**src/core/dio_pkg.sv**
```systemverilog
// shared constants of the digital i/o, totalizer and alarm unit
package dio_pkg;
	// register bus shape
	localparam int ADDR_W = 8;
	localparam int DATA_W = 32;
	// register byte offsets
	localparam logic [7:0] OFF_INPUT_WORD_QUERY = 8'h00;
	localparam logic [7:0] OFF_OUT_CMD = 8'h04;
	localparam logic [7:0] OFF_TOTAL = 8'h08;
	localparam logic [7:0] OFF_TOTAL_ZERO = 8'h0c;
	localparam logic [7:0] OFF_CTRL = 8'h10;
	localparam logic [7:0] OFF_INTERVAL = 8'h14;
	localparam logic [7:0] OFF_STATUS = 8'h18;
	localparam logic [7:0] OFF_LIMIT0 = 8'h20;
	localparam logic [7:0] LIMIT_STRIDE = 8'h04;
	// field positions
	localparam int OUT_NUM_W = 8;
	localparam int OUT_LEVEL_BIT = 8;
	localparam int TOTAL_W = 16;
	localparam int TOTAL_OL_BIT = 16;
	localparam int ZERO_BIT = 0;
	localparam int CTRL_RUN_BIT = 0;
	localparam int CTRL_EXT_SCAN_ENABLE_SETTING_BIT = 1;
	localparam int CTRL_TOTAL_MODE_BIT = 2;
	localparam int STATUS_RUN_BIT = 16;
	// channel counts
	localparam int N_DIN = 8;
	localparam int N_DOUT = 8;
	localparam int N_ALARM = 4;
	localparam int SYNC_W = N_DIN + 2;
	localparam int TOT_SYNC_BIT = N_DIN;
	localparam int EXT_SYNC_BIT = N_DIN + 1;
	// reset values
	localparam logic [7:0] DOUT_RST = 8'hff;
	localparam logic [3:0] ALARM_RST = 4'hf;
	localparam logic [15:0] TOTAL_RST = 16'h0000;
	localparam logic [15:0] TOTAL_FULL = 16'hffff;
	localparam logic [15:0] INTERVAL_RST = 16'h0001;
	localparam logic [31:0] LIMIT_RST = 32'h7fffffff;
	// timing: one interval unit is one second
	localparam longint CLK_FREQ_HZ = 20000000;
	localparam longint TICK_PERIOD_MS = 1000;
	localparam int unsigned TICK_CYCLES = 32'(TICK_PERIOD_MS * CLK_FREQ_HZ / 64'd1000);
endpackage : dio_pkg

```
**src/core/sync_edge.sv**
```systemverilog
// two-flop pin synchroniser with per-bit edge pulses
`timescale 1ns/1ns
module sync_edge (
	input wire logic ref_clk, // system clock
	input wire logic rstn, // async reset, active low
	input wire logic [dio_pkg::SYNC_W-1:0] pinIn, // raw pins, idle high
	output logic [dio_pkg::SYNC_W-1:0] level, // synchronised level
	output logic [dio_pkg::SYNC_W-1:0] rise, // one-cycle low-to-high pulse
	output logic [dio_pkg::SYNC_W-1:0] fall // one-cycle high-to-low pulse
);
	import dio_pkg::*;

	// three stages: two to settle, one to compare against
	typedef struct packed {
		logic [SYNC_W-1:0] s1; // first flop, read only by s2
		logic [SYNC_W-1:0] s2; // settled level
		logic [SYNC_W-1:0] s3; // previous settled level
	} syn_type;

	syn_type st_ff;
	syn_type nxt_st;

	// shift chain
	always_comb begin
		nxt_st = st_ff;
		nxt_st.s1 = pinIn;
		nxt_st.s2 = st_ff.s1;
		nxt_st.s3 = st_ff.s2;
	end

	// pins rest pulled up, so reset to ones avoids a false edge
	always_ff @(posedge ref_clk or negedge rstn) begin
		if (!rstn) begin
			st_ff <= '1;
		end else begin
			st_ff <= nxt_st;
		end
	end

	// edges per bit; each transition gives one pulse only
	for (genvar i = 0; i < SYNC_W; i++) begin : g_edge
		assign level[i] = st_ff.s2[i];
		assign rise[i] = st_ff.s2[i] & ~st_ff.s3[i];
		assign fall[i] = ~st_ff.s2[i] & st_ff.s3[i];
	end
endmodule : sync_edge

```
**src/core/interval_timer.sv**
```systemverilog
// scan interval timer counting whole seconds
`timescale 1ns/1ns
module interval_timer #(
	parameter int unsigned TICK_CYCLES = dio_pkg::TICK_CYCLES // clocks per second
) (
	input wire logic ref_clk, // system clock
	input wire logic rstn, // async reset, active low
	input wire logic run, // scanning switched on
	input wire logic [15:0] interval, // seconds between scans
	output logic tick // one-cycle scan request
);
	import dio_pkg::*;

	typedef struct packed {
		logic [31:0] div; // cycles inside the current second
		logic [15:0] sec; // seconds inside the current interval
		logic runDly; // run one cycle ago
		logic tick; // registered request
	} tmr_type;

	tmr_type st_ff;
	tmr_type nxt_st;

	// a scan at start, then one per interval; zero acts as one
	always_comb begin
		nxt_st = st_ff;
		nxt_st.tick = 1'b0;
		nxt_st.runDly = run;
		if (!run) begin
			// idle: hold counters cleared
			nxt_st.div = '0;
			nxt_st.sec = '0;
		end else if (!st_ff.runDly) begin
			// start of scanning
			nxt_st.tick = 1'b1;
			nxt_st.div = '0;
			nxt_st.sec = '0;
		end else if (st_ff.div == 32'(TICK_CYCLES - 1)) begin
			nxt_st.div = '0;
			if (17'(st_ff.sec) + 17'h00001 >= 17'(interval)) begin
				nxt_st.sec = '0;
				nxt_st.tick = 1'b1;
			end else begin
				nxt_st.sec = st_ff.sec + 16'h0001;
			end
		end else begin
			nxt_st.div = st_ff.div + 32'h00000001;
		end
	end

	// state register
	always_ff @(posedge ref_clk or negedge rstn) begin
		if (!rstn) begin
			st_ff <= '0;
		end else begin
			st_ff <= nxt_st;
		end
	end

	assign tick = st_ff.tick;
endmodule : interval_timer

```
**src/core/digital_io_totalizer_alarm_unit.sv**
```systemverilog
// digital i/o, totalizer and alarm unit top level
`timescale 1ns/1ns
// What this block does
// input word query returns eight input bits
// grounded input reads zero in its bit
// level 0 drives output low, 1 high
// all outputs high after reset
// totalizer count zero after reset
// one count per complete low-high pulse
// successive pulses accumulate
// count holds to 65535, loadable by host
// pulse at full range raises overload
// zero request in total mode clears count
// periodic input advances one per cycle
// four alarm outputs high after reset
// alarm off while reading not above limit
// reading above limit drives alarm low
// scan repeats every programmed interval
// external scan pin ignored unless enabled
// pin closure gives exactly one extra scan; a closure on an interval tick cycle adds none
// pin release leaves interval scanning undisturbed
// pins synchronised, edges counted once
// overload holds until zero or load
// output number above 7 changes nothing
module digital_io_totalizer_alarm_unit #(
	parameter int unsigned TICK_CYCLES = dio_pkg::TICK_CYCLES // clocks per second
) (
	input wire logic ref_clk, // system clock, 20 MHz
	input wire logic rstn, // async reset, active low
	input wire logic [dio_pkg::ADDR_W-1:0] regAddr, // register byte address
	input wire logic [dio_pkg::DATA_W-1:0] regWdata, // write data
	input wire logic regWr, // write strobe
	input wire logic regRd, // read strobe
	output logic [dio_pkg::DATA_W-1:0] regRdata, // read data, cycle after strobe
	input wire logic [dio_pkg::N_DIN-1:0] digInPin, // digital inputs, low when grounded
	input wire logic totalPin, // totalizer pulse input
	input wire logic externalScanPinN, // external scan pin, low when shorted
	output logic [dio_pkg::N_DOUT-1:0] digOutN, // digital outputs, low is on
	output logic [dio_pkg::N_ALARM-1:0] alarmOutN, // alarm outputs, low is on
	output logic scanStart, // one-cycle request for one scan
	input wire logic resultValid, // scan engine reading strobe
	input wire logic [4:0] resultChan, // channel of the reading
	input wire logic signed [31:0] resultValue // reading, signed counts
);
	import dio_pkg::*;

	// whole block state
	typedef struct packed {
		logic [N_DOUT-1:0] digOut; // output levels, 1 is off
		logic [N_ALARM-1:0] alarm; // alarm levels, 1 is off
		logic [TOTAL_W-1:0] count; // totalizer count
		logic overloadIndication; // counter overrun
		logic scanRun; // scanning on
		logic extScanEnableSetting; // external pin honoured
		logic totalMode; // totalizer display mode
		logic [15:0] interval; // seconds per scan
		logic [N_ALARM-1:0][31:0] limit; // high alarm limits
		logic scanStart; // registered scan request
		logic [15:0] scanCount; // scans requested so far
		logic [DATA_W-1:0] rdata; // read answer
	} dio_type;

	dio_type st_ff; // state register
	dio_type nxt_st; // next state

	logic [SYNC_W-1:0] syncLvl; // synchronised pin levels
	logic [SYNC_W-1:0] syncRise; // rising edge pulses
	logic [SYNC_W-1:0] syncFall; // falling edge pulses
	logic intervalTick; // interval scan request
	logic totRise; // completed totalizer pulse
	logic extClose; // external pin closure
	logic loadHit; // host load of the count
	logic zeroHit; // host zero request
	logic chanHit; // reading of an alarm channel
	logic overLimit; // reading above its limit

	// all pins pass two flops before any logic reads them
	sync_edge u_sync (
		.ref_clk(ref_clk),
		.rstn(rstn),
		.pinIn({externalScanPinN, totalPin, digInPin}),
		.level(syncLvl),
		.rise(syncRise),
		.fall(syncFall)
	);

	// interval scanning; the pin never touches this timer
	interval_timer #(
		.TICK_CYCLES(TICK_CYCLES)
	) u_timer (
		.ref_clk(ref_clk),
		.rstn(rstn),
		.run(st_ff.scanRun),
		.interval(st_ff.interval),
		.tick(intervalTick)
	);

	// a pulse is complete on its return to high
	assign totRise = syncRise[TOT_SYNC_BIT];
	// closure is the high-to-low edge, so a held short fires once
	assign extClose = syncFall[EXT_SYNC_BIT];
	assign loadHit = regWr && (regAddr == OFF_TOTAL);
	// zero only acts while the totalizer is the shown mode
	assign zeroHit = regWr && (regAddr == OFF_TOTAL_ZERO) && regWdata[ZERO_BIT] && st_ff.totalMode;
	assign chanHit = resultValid && st_ff.scanRun && (resultChan < 5'(N_ALARM));
	assign overLimit = resultValue > $signed(st_ff.limit[resultChan[1:0]]);

	// next state: writes, counter, alarms, scan requests, reads
	always_comb begin
		nxt_st = st_ff;
		nxt_st.scanStart = 1'b0;
		nxt_st.rdata = '0;

		// plain register writes
		if (regWr) begin
			case (regAddr)
				OFF_OUT_CMD: begin
					// numbers 8 and up fall through unchanged
					if (regWdata[OUT_NUM_W-1:0] < 8'(N_DOUT)) begin
						nxt_st.digOut[regWdata[2:0]] = regWdata[OUT_LEVEL_BIT];
					end
				end
				OFF_CTRL: begin
					nxt_st.scanRun = regWdata[CTRL_RUN_BIT];
					nxt_st.extScanEnableSetting = regWdata[CTRL_EXT_SCAN_ENABLE_SETTING_BIT];
					nxt_st.totalMode = regWdata[CTRL_TOTAL_MODE_BIT];
				end
				OFF_INTERVAL: begin
					nxt_st.interval = regWdata[15:0];
				end
				default: begin
					// other offsets carry no plain storage
				end
			endcase
			// one high limit per alarm channel
			for (int i = 0; i < N_ALARM; i++) begin
				if (regAddr == OFF_LIMIT0 + 8'(i) * LIMIT_STRIDE) begin
					nxt_st.limit[i] = regWdata;
				end
			end
		end

		// host load or zero first, then the pulse, so a pulse in
		// the same cycle as a clear is still counted
		if (loadHit) begin
			nxt_st.count = regWdata[TOTAL_W-1:0];
			nxt_st.overloadIndication = 1'b0;
		end else if (zeroHit) begin
			nxt_st.count = TOTAL_RST;
			nxt_st.overloadIndication = 1'b0;
		end
		if (totRise && !nxt_st.overloadIndication) begin
			if (nxt_st.count == TOTAL_FULL) begin
				// no silent wrap: count stays, overrun flagged
				nxt_st.overloadIndication = 1'b1;
			end else begin
				nxt_st.count = nxt_st.count + 16'h0001;
			end
		end

		// alarm follows each scanned reading of channels 0 to 3
		if (chanHit) begin
			nxt_st.alarm[resultChan[1:0]] = !overLimit;
		end

		// interval scans plus one extra scan per enabled closure not on an interval tick cycle
		if (intervalTick) begin
			nxt_st.scanStart = 1'b1;
		end
		if (extClose && st_ff.extScanEnableSetting && st_ff.scanRun) begin
			nxt_st.scanStart = 1'b1;
		end
		if (nxt_st.scanStart) begin
			nxt_st.scanCount = st_ff.scanCount + 16'h0001;
		end

		// read answers; unmapped offsets read zero
		if (regRd) begin
			case (regAddr)
				OFF_INPUT_WORD_QUERY: begin
					// bit n is input n, grounded reads zero
					nxt_st.rdata = {24'h000000, syncLvl[N_DIN-1:0]};
				end
				OFF_OUT_CMD: begin
					nxt_st.rdata = {24'h000000, st_ff.digOut};
				end
				OFF_TOTAL: begin
					nxt_st.rdata = {15'h0000, st_ff.overloadIndication, st_ff.count};
				end
				OFF_CTRL: begin
					nxt_st.rdata = {29'h00000000, st_ff.totalMode, st_ff.extScanEnableSetting, st_ff.scanRun};
				end
				OFF_INTERVAL: begin
					nxt_st.rdata = {16'h0000, st_ff.interval};
				end
				OFF_STATUS: begin
					nxt_st.rdata = {15'h0000, st_ff.scanRun, st_ff.scanCount};
				end
				default: begin
					nxt_st.rdata = '0;
				end
			endcase
			for (int i = 0; i < N_ALARM; i++) begin
				if (regAddr == OFF_LIMIT0 + 8'(i) * LIMIT_STRIDE) begin
					nxt_st.rdata = st_ff.limit[i];
				end
			end
		end
	end

	// state register; reset leaves every digital and alarm output off and high
	always_ff @(posedge ref_clk or negedge rstn) begin
		if (!rstn) begin
			st_ff <= '0;
			st_ff.digOut <= DOUT_RST;
			st_ff.alarm <= ALARM_RST;
			st_ff.count <= TOTAL_RST;
			st_ff.interval <= INTERVAL_RST;
			st_ff.limit <= {N_ALARM{LIMIT_RST}};
		end else begin
			st_ff <= nxt_st;
		end
	end

	// outputs straight from flops
	assign digOutN = st_ff.digOut;
	assign alarmOutN = st_ff.alarm;
	assign scanStart = st_ff.scanStart;
	assign regRdata = st_ff.rdata;

	// helper for checking only: has any output command been given
	logic outTouched_ff;
	always_ff @(posedge ref_clk or negedge rstn) begin
		if (!rstn) begin
			outTouched_ff <= 1'b0;
		end else if (regWr && regAddr == OFF_OUT_CMD) begin
			outTouched_ff <= 1'b1;
		end
	end
endmodule : digital_io_totalizer_alarm_unit

```
**config.mk**
```make
export PLATFORM = sky130hd
export DESIGN_NAME = digital_io_totalizer_alarm_unit
export DESIGN_NICKNAME = d
export VERILOG_FILES = /design/src/core/dio_pkg.sv /design/src/core/sync_edge.sv /design/src/core/interval_timer.sv /design/src/core/digital_io_totalizer_alarm_unit.sv
export SDC_FILE = /design/constraint.sdc
export NUM_CORES = 1
export LEC_CHECK = 0
export BUFFER_PORTS_ARGS = -buffer_cell sky130_fd_sc_hd__buf_2
export CORE_MARGIN = 1.5
export CORE_UTILIZATION = 50
export CTS_CLUSTER_SIZE = 20
export DETAILED_ROUTE_END_ITERATION = 8
export PLACE_DENSITY = 0.76
export SETUP_SLACK_MARGIN = 0.02
export SYNTH_ARGS = -nofsm -noshare
export SYNTH_HDL_FRONTEND = slang
export SYNTH_SLANG_ARGS = --single-unit
```
**constraint.sdc**
```tcl
create_clock -name ref_clk -period 3.1 [get_ports ref_clk]
set_clock_uncertainty 0.15 [all_clocks]
set_input_delay 0.155 -clock ref_clk [delete_from_list [all_inputs] [get_ports ref_clk]]
set_output_delay 0.155 -clock ref_clk [all_outputs]
set_load 0.005 [all_outputs]
```
; ---- Word level (Yosys, flattened, before mapping)
; Cells that the tools add are included.
[classes]
add_sub_neg = 5
mul = 0
div = 0
order_cmp = 8
eq_ne = 13
n_shift = 0
muxes = 30
n_bitwise = 4
reduce_logical = 21
[op_table]
columns = operator, n
row1 = 32-bit 2-to-1 mux, 7
row2 = 17-bit case mux with 6 select lines, 1
row3 = 48-bit 2-to-1 mux, 2
row4 = 32-bit binary-select mux with 2-bit select, 1
row5 = 17-bit 2-to-1 mux, 3
row6 = 16-bit by 1-bit adder with 16-bit output (second input constant), 3
row7 = 16-bit 2-to-1 mux, 3
row8 = 32-bit by 1-bit adder with 32-bit output (second input constant), 1
row9 = 32-bit by 25-bit equality test with 1-bit output (second input constant), 1
row10 = 8-bit by 6-bit equality test with 1-bit output (second input constant), 4
row11 = 32-bit greater-than comparator, 1
row12 = 8-bit by 5-bit equality test with 1-bit output (second input constant), 3
row13 = 16-bit by 1-bit adder with 17-bit output (second input constant), 1
row14 = 17-bit by 16-bit >= comparator with 1-bit output, 1
row15 = 16-bit equality test (second input constant), 1
row16 = 8-bit by 4-bit equality test with 1-bit output (second input constant), 2
row17 = 2-bit AND reduction, 6
row18 = 1-bit logical AND, 11
row19 = 1-bit 2-to-1 mux, 9
row20 = 8-bit bitwise mux, 1
row21 = 8-bit by 3-bit equality test with 1-bit output (second input constant), 1
row22 = 8-bit logical NOT, 1
row23 = 8-bit by 4-bit less-than comparator with 1-bit output (second input constant), 1
row24 = 5-bit by 3-bit less-than comparator with 1-bit output (second input constant), 1
row25 = other kinds (12), 15
[totals]
reg_bits = 305
latch_bits = 0
ramBits = 0
rom_bits = 0
input_bits = 92
out_inout_bits = 45
elab_cells = 103
n_memories = 0

; ---- Longest topological paths before layout
; Gate-level depths: netlist (run 1).
[logic_depth]
word_depth = 9
mapped_depth = 14
mapped_depth_nobuf = 12

; ---- Hierarchy
; Synthesis (run 1) repeated with hierarchy kept, for this count alone.
[unflattened]
cells_unflattened = 1351
hier_area_um2 = 16057.9
[modules_own_cells]
columns = mod, n_inst, cells_each, area_per_inst_um2, seq_area_each_um2
row1 = digital_io_totalizer_alarm_unit, 1, 965, 11933.9, 5801.8
row2 = interval_timer, 1, 326, 3085.5, 1251.2
row3 = sync_edge, 1, 60, 1038.5, 788.3

; ---- Worst setup path before layout (run 1)
; OpenSTA, ideal clock, no wires.
[synth_path]
path_type = input -> register
from = input port regAddr[4] (netlist name)
to = register st_ff[198] (netlist name)
setup_time_ns = 0.125
t_arrival_ns = 3.225
required_time_ns = 2.825
path_slack_ns = -0.400
cell_stages = 12
path_buffers = 3
cell_sequence = or4_4 nor3_1 clkbuf_1 clkbuf_1 a22o_1 ha_1 a21boi_0 and3_1 clkbuf_1 nand2_1 nand2_1 mux2_2
[synth_lines]
columns = element, line_no
row1 = from (decl), digital_io_totalizer_alarm_unit.sv:30  ; input wire logic [dio_pkg::ADDR_W-1:0] regAddr,
row2 = to (signal assigned), digital_io_totalizer_alarm_unit.sv:221  ; st_ff <= nxt_st;
row3 = to (decl), digital_io_totalizer_alarm_unit.sv:63  ; dio_type st_ff;

; ---- Worst setup path after layout (run 1)
[layout_path]
from = register u_timer.st_ff[2] (netlist name)
to = register u_timer.st_ff[2] (netlist name)
[layout_between]
elab_chain_len = 6
word_cells_on_any_way = 7
cone_classes = 2 x add/sub / 1 x order compare / 4 x mux
[layout_lines]
columns = element, line_no
row1 = from (decl), interval_timer.sv:21  ; tmr_type st_ff;
row2 = from (signal assigned), interval_timer.sv:56  ; st_ff <= nxt_st;
row3 = 16-bit by 1-bit adder with 17-bit output, interval_timer.sv:40  ; if (17'(st_ff.sec) + 17'h00001 >= 17'(interval)) begin
row4 = 17-bit by 16-bit >= comparator with 1-bit output, interval_timer.sv:40
row5 = 16-bit 2-to-1 mux (*), interval_timer.sv:40
row6 = 16-bit 2-to-1 mux (*), interval_timer.sv:38  ; end else if (st_ff.div == 32'(TICK_CYCLES - 1)) begin
row7 = 48-bit 2-to-1 mux (*), interval_timer.sv:33  ; end else if (!st_ff.runDly) begin
row8 = 48-bit 2-to-1 mux (*), interval_timer.sv:29  ; if (!run) begin
; Mark *: on every way between the ends. The rest lies on a longest branch, timed or not. The select of a mux whose other input is x is not followed.
; A chain may end at the register's enable or synchronous reset.

==> flow_metrics.env, run 1 <==
export IMPL_critPathKind="flop to flop"
export IMPL_seq_area_um2=7630
export IMPL_p_leak_nw=7.85
export IMPL_worst_path_largest_cell_delay_ns=0.35
export IMPL_port_buffers=136
export IMPL_antenna_found_initial=0
export IMPL_hold_violations=0
export IMPL_arrival_ns=3.36
export IMPL_clk_latency_ns=0.57
export IMPL_dr_pass1_iters=5
export IMPL_synth_edf_count=0
export IMPL_timing_slew_headroom=0.261
export IMPL_irDropWorstVdd_v=0.000421
export IMPL_vias_per_cell=6.13
export IMPL_io_pins=137
export IMPL_netlist_area_um2=15400
export IMPL_grt_pass1_wl_mm=63.7
export IMPL_reg2reg_depth=13
export IMPL_slowest_stage="dfrtp_1"
export IMPL_crit_top_cell="and3_4"
export IMPL_ant_nets=0
export IMPL_worstSetupPathDepth=13
export IMPL_max_freq_ghz=0.333
export IMPL_place_area_um2=16600
export IMPL_num_vias=11600
export IMPL_ys_seq_area_frac=0.495
export IMPL_clock_path_buffers=3
export IMPL_htree_levels=1
export IMPL_overflow=0
export IMPL_nets=1625
export IMPL_die_w_um=179
export IMPL_status="finished clean"
export IMPL_die_area_um2=31900
export IMPL_yosys_area_top_type_share=0.271
export IMPL_grt_pass1_vias=11900
export IMPL_die_h_um=179
export IMPL_yosysWarnings=0
export IMPL_ys_types=64
export IMPL_syn_num_nets=1449
export IMPL_clkSinkCount=297
export IMPL_antenna_cells=0
export IMPL_crit_chain="ha_2, and3_4, and3_4, nand3_2, xnor2_2, ha_1, a21oi_2, nor2b_1, o21ai_1, a31oi_2, nor4_4, buf_6, mux2_2"
export IMPL_yosysMostFrequentCell="dfstp_2"
export IMPL_post_route_min_period_ns=3.01
export IMPL_post_drt_wl_per_cell_um=21.5
export IMPL_stdcell_area_um2=18200
export IMPL_drc=0
export IMPL_rsz0062_at_grt="true"
export IMPL_fin_cells=1901
export IMPL_placeableCoreArea_um2=30400
export IMPL_path_delay_family="simple AND/OR/NAND/NOR gates"
export IMPL_syn_avg_cell_area_um2=11.8
export IMPL_clockRootBuffer="clkbuf_16"
export IMPL_first_iter_violations=966
export IMPL_cp_data_required_time_ns=3.45
export IMPL_layout_drive_gt1_share=0.417
export IMPL_syn_to_final_growth_pct=18.2
export IMPL_hold_path_class="input port to async pin"
export IMPL_yosysTopAreaCell="dfstp_2"
export IMPL_multiInputGateArea_um2=7130
export IMPL_num_fill_cells=2390
export IMPL_cts_tree="built"
export IMPL_post_route_period_util=0.970
export IMPL_floorplan_initialDensity=0.507
export IMPL_dpl_hpwl_mm=27.6
export IMPL_rows=64
export IMPL_crit_buf_inv=1
export IMPL_synth_top_cells_by_count="dfstp_2 (159), mux2_2 (153), dfrtp_1 (138)"
export IMPL_worst_setup_path_start_kind="flop"
export IMPL_wirelength_mm=40.8
export IMPL_drv_cap=0
export IMPL_synthFlopType="dfstp_2"
export IMPL_gp_routability_congestion=0.929
export IMPL_syn_instance_count=1305
export IMPL_ys_ff_latch=297
export IMPL_p_per_area_nw_per_um2=490
export IMPL_finalSetupViolCount=0
export IMPL_slew_viol_final=0
export IMPL_critical_path_endpoint_type="flop"
export IMPL_async_flop_share=1.00
export IMPL_fin_util=0.599
export IMPL_numCtsBuffers=31
export IMPL_max_slew_worst_pin_slew_ns=1.10
export IMPL_dp_cells=1792
export IMPL_synth_area_top_cells="dfstp_2 (27%), dfrtp_1 (22%), mux2_2 (11%)"
export IMPL_grtUsageTotal=0.257
export IMPL_crit_fanout=8
export IMPL_grt_max_degree=80
export IMPL_path_clk_slew_ns=0.06
==> layout make-up <==
cell class | count | area share
sequential | 297 | 0.419
multi-input combinational | 850 | 0.391
timing repair buffer | 249 | 0.0956
clock buffer | 44 | 0.0480
tap | 396 | 0.0272
inverter | 52 | 0.0107
clock inverter | 13 | 0.00865
==> cell families after synthesis <==
family	Yosys count	share of synthesized area
multiplexers	187	0.160
AND/OR/NAND/NOR	286	0.0992
flip-flops	297	0.495
XOR/XNOR	66	0.0375
buffers and inverters	158	0.0495
AO/OA/AOI/OAI	259	0.117
adder cells (fa/ha/maj)	52	0.0422
==> what timing repair did <==
| item | 4_1_cts | 5_1_grt |
|---|---|---|
| hold buffers | 48 | 0 |
| gates resized for setup | 5 | 20 |
| buffers inserted | 0 | 3 |
| gates cloned | 1 | 0 |
| pin swaps | 1 | 6 |
| hold endpoints to repair | 353 | 0 |
| setup endpoints to repair | 15 | 17 |
==> sequential cells by signal (all words and copies together) (netlist names), 2 cells and up <==
name	flops
u_sync.st_ff	2
alarmOutN	4
u_sync.nxt_st	10
regRdata	32
st_ff	180
digOutN	8
u_timer.st_ff	49
u_sync.level	10
==> layer usage <==
layer | share of wire | routed length (um) | GRT usage
met3 | 0.076 | 3090 | 0.0386
met2 | 0.46 | 18800 | 0.411
met1 | 0.43 | 17600 | 0.357
met5 | 0 | 0 | 0
met4 | 0.032 | 1320 | 0.0896
==> stage by stage <==
stage / worst slack (ns) / hold slack [ns] / total power, mW / setup TNS (ns)
final: 0.0928 / 0.0165 / 8.92 / 0
after global routing: -0.0653 / 0.0520 / 9.24 / -0.787
after CTS: 0.0324 / 0.0169 / 8.97 / 0
after detailed placement: -0.0442 / 0.0217 / 5.16 / -0.137
after global placement: -0.0125 / 0.0251 / 5.12 / -0.0125
after floorplan: 0.0310 / -0.291 / 4.76 / 0
==> path summary, 6_finish.rpt <==
check                                   from          endpoint  slack, ns
max reg2reg                 u_timer.st_ff[2]  u_timer.st_ff[2]       0.09
min in group ref_clk                   regWr        st_ff[195]       0.04
min                                     rstn      regRdata[17]       0.02
min reg2reg                u_sync.nxt_st[15]   u_sync.level[5]       0.20
max in group asynchronous               rstn   u_sync.level[9]       1.84
max                         u_timer.st_ff[2]  u_timer.st_ff[2]       0.09
==> worst reg2reg max path, stage by stage, from the launching register on <==
cell     delay (ns)
dfrtp_1        0.35
ha_2           0.19
and3_4         0.21
and3_4         0.23
nand3_2        0.10
xnor2_2        0.16
ha_1           0.33
a21oi_2        0.16
nor2b_1        0.07
o21ai_1        0.16
a31oi_2        0.15
nor4_4         0.34
buf_6          0.18
mux2_2         0.15
==> cells in the final DEF, fill, tap and decap left out, types with 6 or more instances in the layout <==
cell	instances
a21oi_1	58
and3_1	19
o31ai_1	8
nand2_1	51
nand4_1	34
dfstp_2	159
clkbuf_16	31
buf_12	6
mux4_2	32
nand3_1	36
buf_2	135
a21o_1	15
a31oi_1	8
nor3_1	10
clkbuf_1	8
nor2b_1	9
and2_1	6
clkinv_2	8
nor2_1	56
xor2_1	29
mux2_2	153
nor4_1	7
a22oi_1	85
dlygate4sd3_1	48
inv_1	52
a22o_1	23
a221oi_1	6
o21ai_0	26
xnor2_1	34
dfrtp_1	138
or3_1	8
buf_4	57
nand2b_1	7
ha_1	51
==> where the power goes <==
part,switching (mW),leakage [nW],internal [mW]
clock,1.54,0.511,2.21
sequential,0.169,3.55,4.13
combinational,0.453,3.78,0.417
total,2.16,7.85,6.76
Power figures use the tool's default switching activity.
==> run 2: changes to the inputs <==
clock period = 2.76 ns   (was 3.1 ns; I/O delays follow)
==> flow_metrics.env, run 2 (synthesis gave the netlist of run 1 again) <==
export IMPL_status="finished, violations left"
export IMPL_violations="setup timing"
export IMPL_antenna_cells=0
export IMPL_met1_usage=0.354
export IMPL_clk_latency_ns=0.52
export IMPL_num_fill_cells=2325
export IMPL_post_route_period_util=1.12
export IMPL_largest_reg_flops=180
export IMPL_nets=1682
export IMPL_first_iter_violations=1178
export IMPL_cts_tree="built"
export IMPL_top_usage_layer="met2"
export IMPL_slew_viol_final=0
export IMPL_arrival_ns=3.38
export IMPL_grt_pass1_vias=12200
export IMPL_grtUsageMet3=0.0533
export IMPL_post_route_min_period_ns=3.09
export IMPL_dr_pass1_iters=5
export IMPL_fin_cells=1958
export IMPL_p_leak_nw=8.34
export IMPL_crit_fanout=8
export IMPL_timing_slew_headroom=0.255
export IMPL_die_w_um=179
export IMPL_io_pins=137
export IMPL_final_cell_mix="dfstp_2 (159), mux2_2 (153), dfrtp_1 (137)"
export IMPL_placeableCoreArea_um2=30400
export IMPL_hold_path_class="input port to flop"
export IMPL_syn_to_final_growth_pct=24.3
export IMPL_final_common_cell="dfstp_2"
export IMPL_rows=64
export IMPL_worst_setup_path_start_kind="flop"
export IMPL_wirelength_mm=42.2
export IMPL_grt_pass1_wl_mm=65.6
export IMPL_path_clk_slew_ns=0.06
export IMPL_antenna_found_initial=0
export IMPL_clockRootBuffer="clkbuf_16"
export IMPL_post_drt_wl_per_cell_um=21.5
export IMPL_port_buffers=136
export IMPL_die_h_um=179
export IMPL_p_per_area_nw_per_um2=564
export IMPL_drv_cap=0
export IMPL_gp_routability_congestion=0.911
export IMPL_fin_util=0.630
export IMPL_overflow=0
export IMPL_worst_hold_slack_ns=0.0417
export IMPL_critical_path_endpoint_type="flop"
export IMPL_floorplan_initialDensity=0.507
export IMPL_ant_nets=0
export IMPL_largest_register="st_ff"
export IMPL_grt_max_degree=81
export IMPL_hold_violations=0
export IMPL_grtUsageTotal=0.267
export IMPL_clock_path_buffers=3
export IMPL_cp_data_required_time_ns=3.05
export IMPL_rsz0062_at_grt="true"
export IMPL_drc=0
export IMPL_layout_drive_gt1_share=0.466
export IMPL_numCtsBuffers=34
export IMPL_fin_ws_ns=-0.331
export IMPL_htree_levels=2
export IMPL_vias_per_cell=6.10
export IMPL_die_area_um2=31900
export IMPL_num_vias=11900
export IMPL_finalSetupViolCount=17
export IMPL_irDropWorstVdd_v=0.000472
export IMPL_max_slew_worst_pin_slew_ns=1.11
export IMPL_grt_use_met2=0.436
export IMPL_dpl_hpwl_mm=28.5
export IMPL_critPathKind="flop to flop"
export IMPL_place_ws_ns=-0.276
export IMPL_clkSinkCount=297
export IMPL_dp_cells=1844
export IMPL_max_freq_ghz=0.324
-- run 2: final timing paths --
kind / from / end / slack [ns] / cells past startpoint
min in group asynchronous: rstn / st_ff[67] / 0.18 / 2
min: resultChan[0] / alarmOutN[3] / 0.04 / 4
max in group asynchronous: rstn / regRdata[18] / 1.12 / 3
max: u_timer.st_ff[5] / u_timer.st_ff[12] / -0.33 / 13
max reg2reg: u_timer.st_ff[5] / u_timer.st_ff[12] / -0.33 / 13
min reg2reg: u_sync.nxt_st[14] / u_sync.level[4] / 0.20 / 0
-- run 2: routing by layer --
metal / up-vias / routed length, um
met2: 579 / 20100
met1: 6009 / 17100
li1: 5266 / -
met3: 93 / 3660
met4: 0 / 1280
met5: - / 0
-- run 2: timing repair --
action	CTS	global route
buffers inserted	3	4
hold endpoints to repair	326	0
resized for setup	21	33
endpoints found under the setup margin	21	22
hold buffers	46	0
pin swaps	18	21
cloned	1	0
-- run 2: cell type report --
class	instances	area, um2	area share
Clock inverter	14	246	0.0129
Timing Repair Buffer	303	2230	0.116
Clock buffer	46	987	0.0515
Tap cell	396	495	0.0259
Sequential cell	297	7630	0.398
Inverter	52	195	0.0102
Multi-Input combinational cell	850	7370	0.385
-- run 2: metrics by stage --
step | power, mW | instance area (um2) | TNS [ns]
final | 10.8 | 19200 | -4.54
after global routing | 11.2 | 19200 | -7.64
after CTS | 10.8 | 19000 | -1.87
after detailed placement | 5.87 | 17100 | -6.01
after global placement | 5.83 | 17100 | -2.83
after floorplan | 5.37 | 15600 | -4.24
-- run 2: critical path, cell delays in order (launching register included) --
cell and delay [ns]:
dfrtp_1 0.35, and3_4 0.19, and3_4 0.21, nand3_2 0.14
nor2_1 0.17, xor2_1 0.30, ha_1 0.32, o21a_1 0.22
o21ai_1 0.18, a31oi_2 0.07, nor4_2 0.25, buf_4 0.17
buf_6 0.14, a22o_1 0.16
-- run 2: power by group --
| part | leakage [nW] | internal [mW] | switching (mW) | total, mW |
|---|---|---|---|---|
| registers | 3.55 | 4.64 | 0.184 | 4.82 |
| clock network | 0.609 | 3.08 | 1.81 | 4.89 |
| logic | 4.18 | 0.542 | 0.547 | 1.09 |
| total | 8.34 | 8.26 | 2.54 | 10.8 |
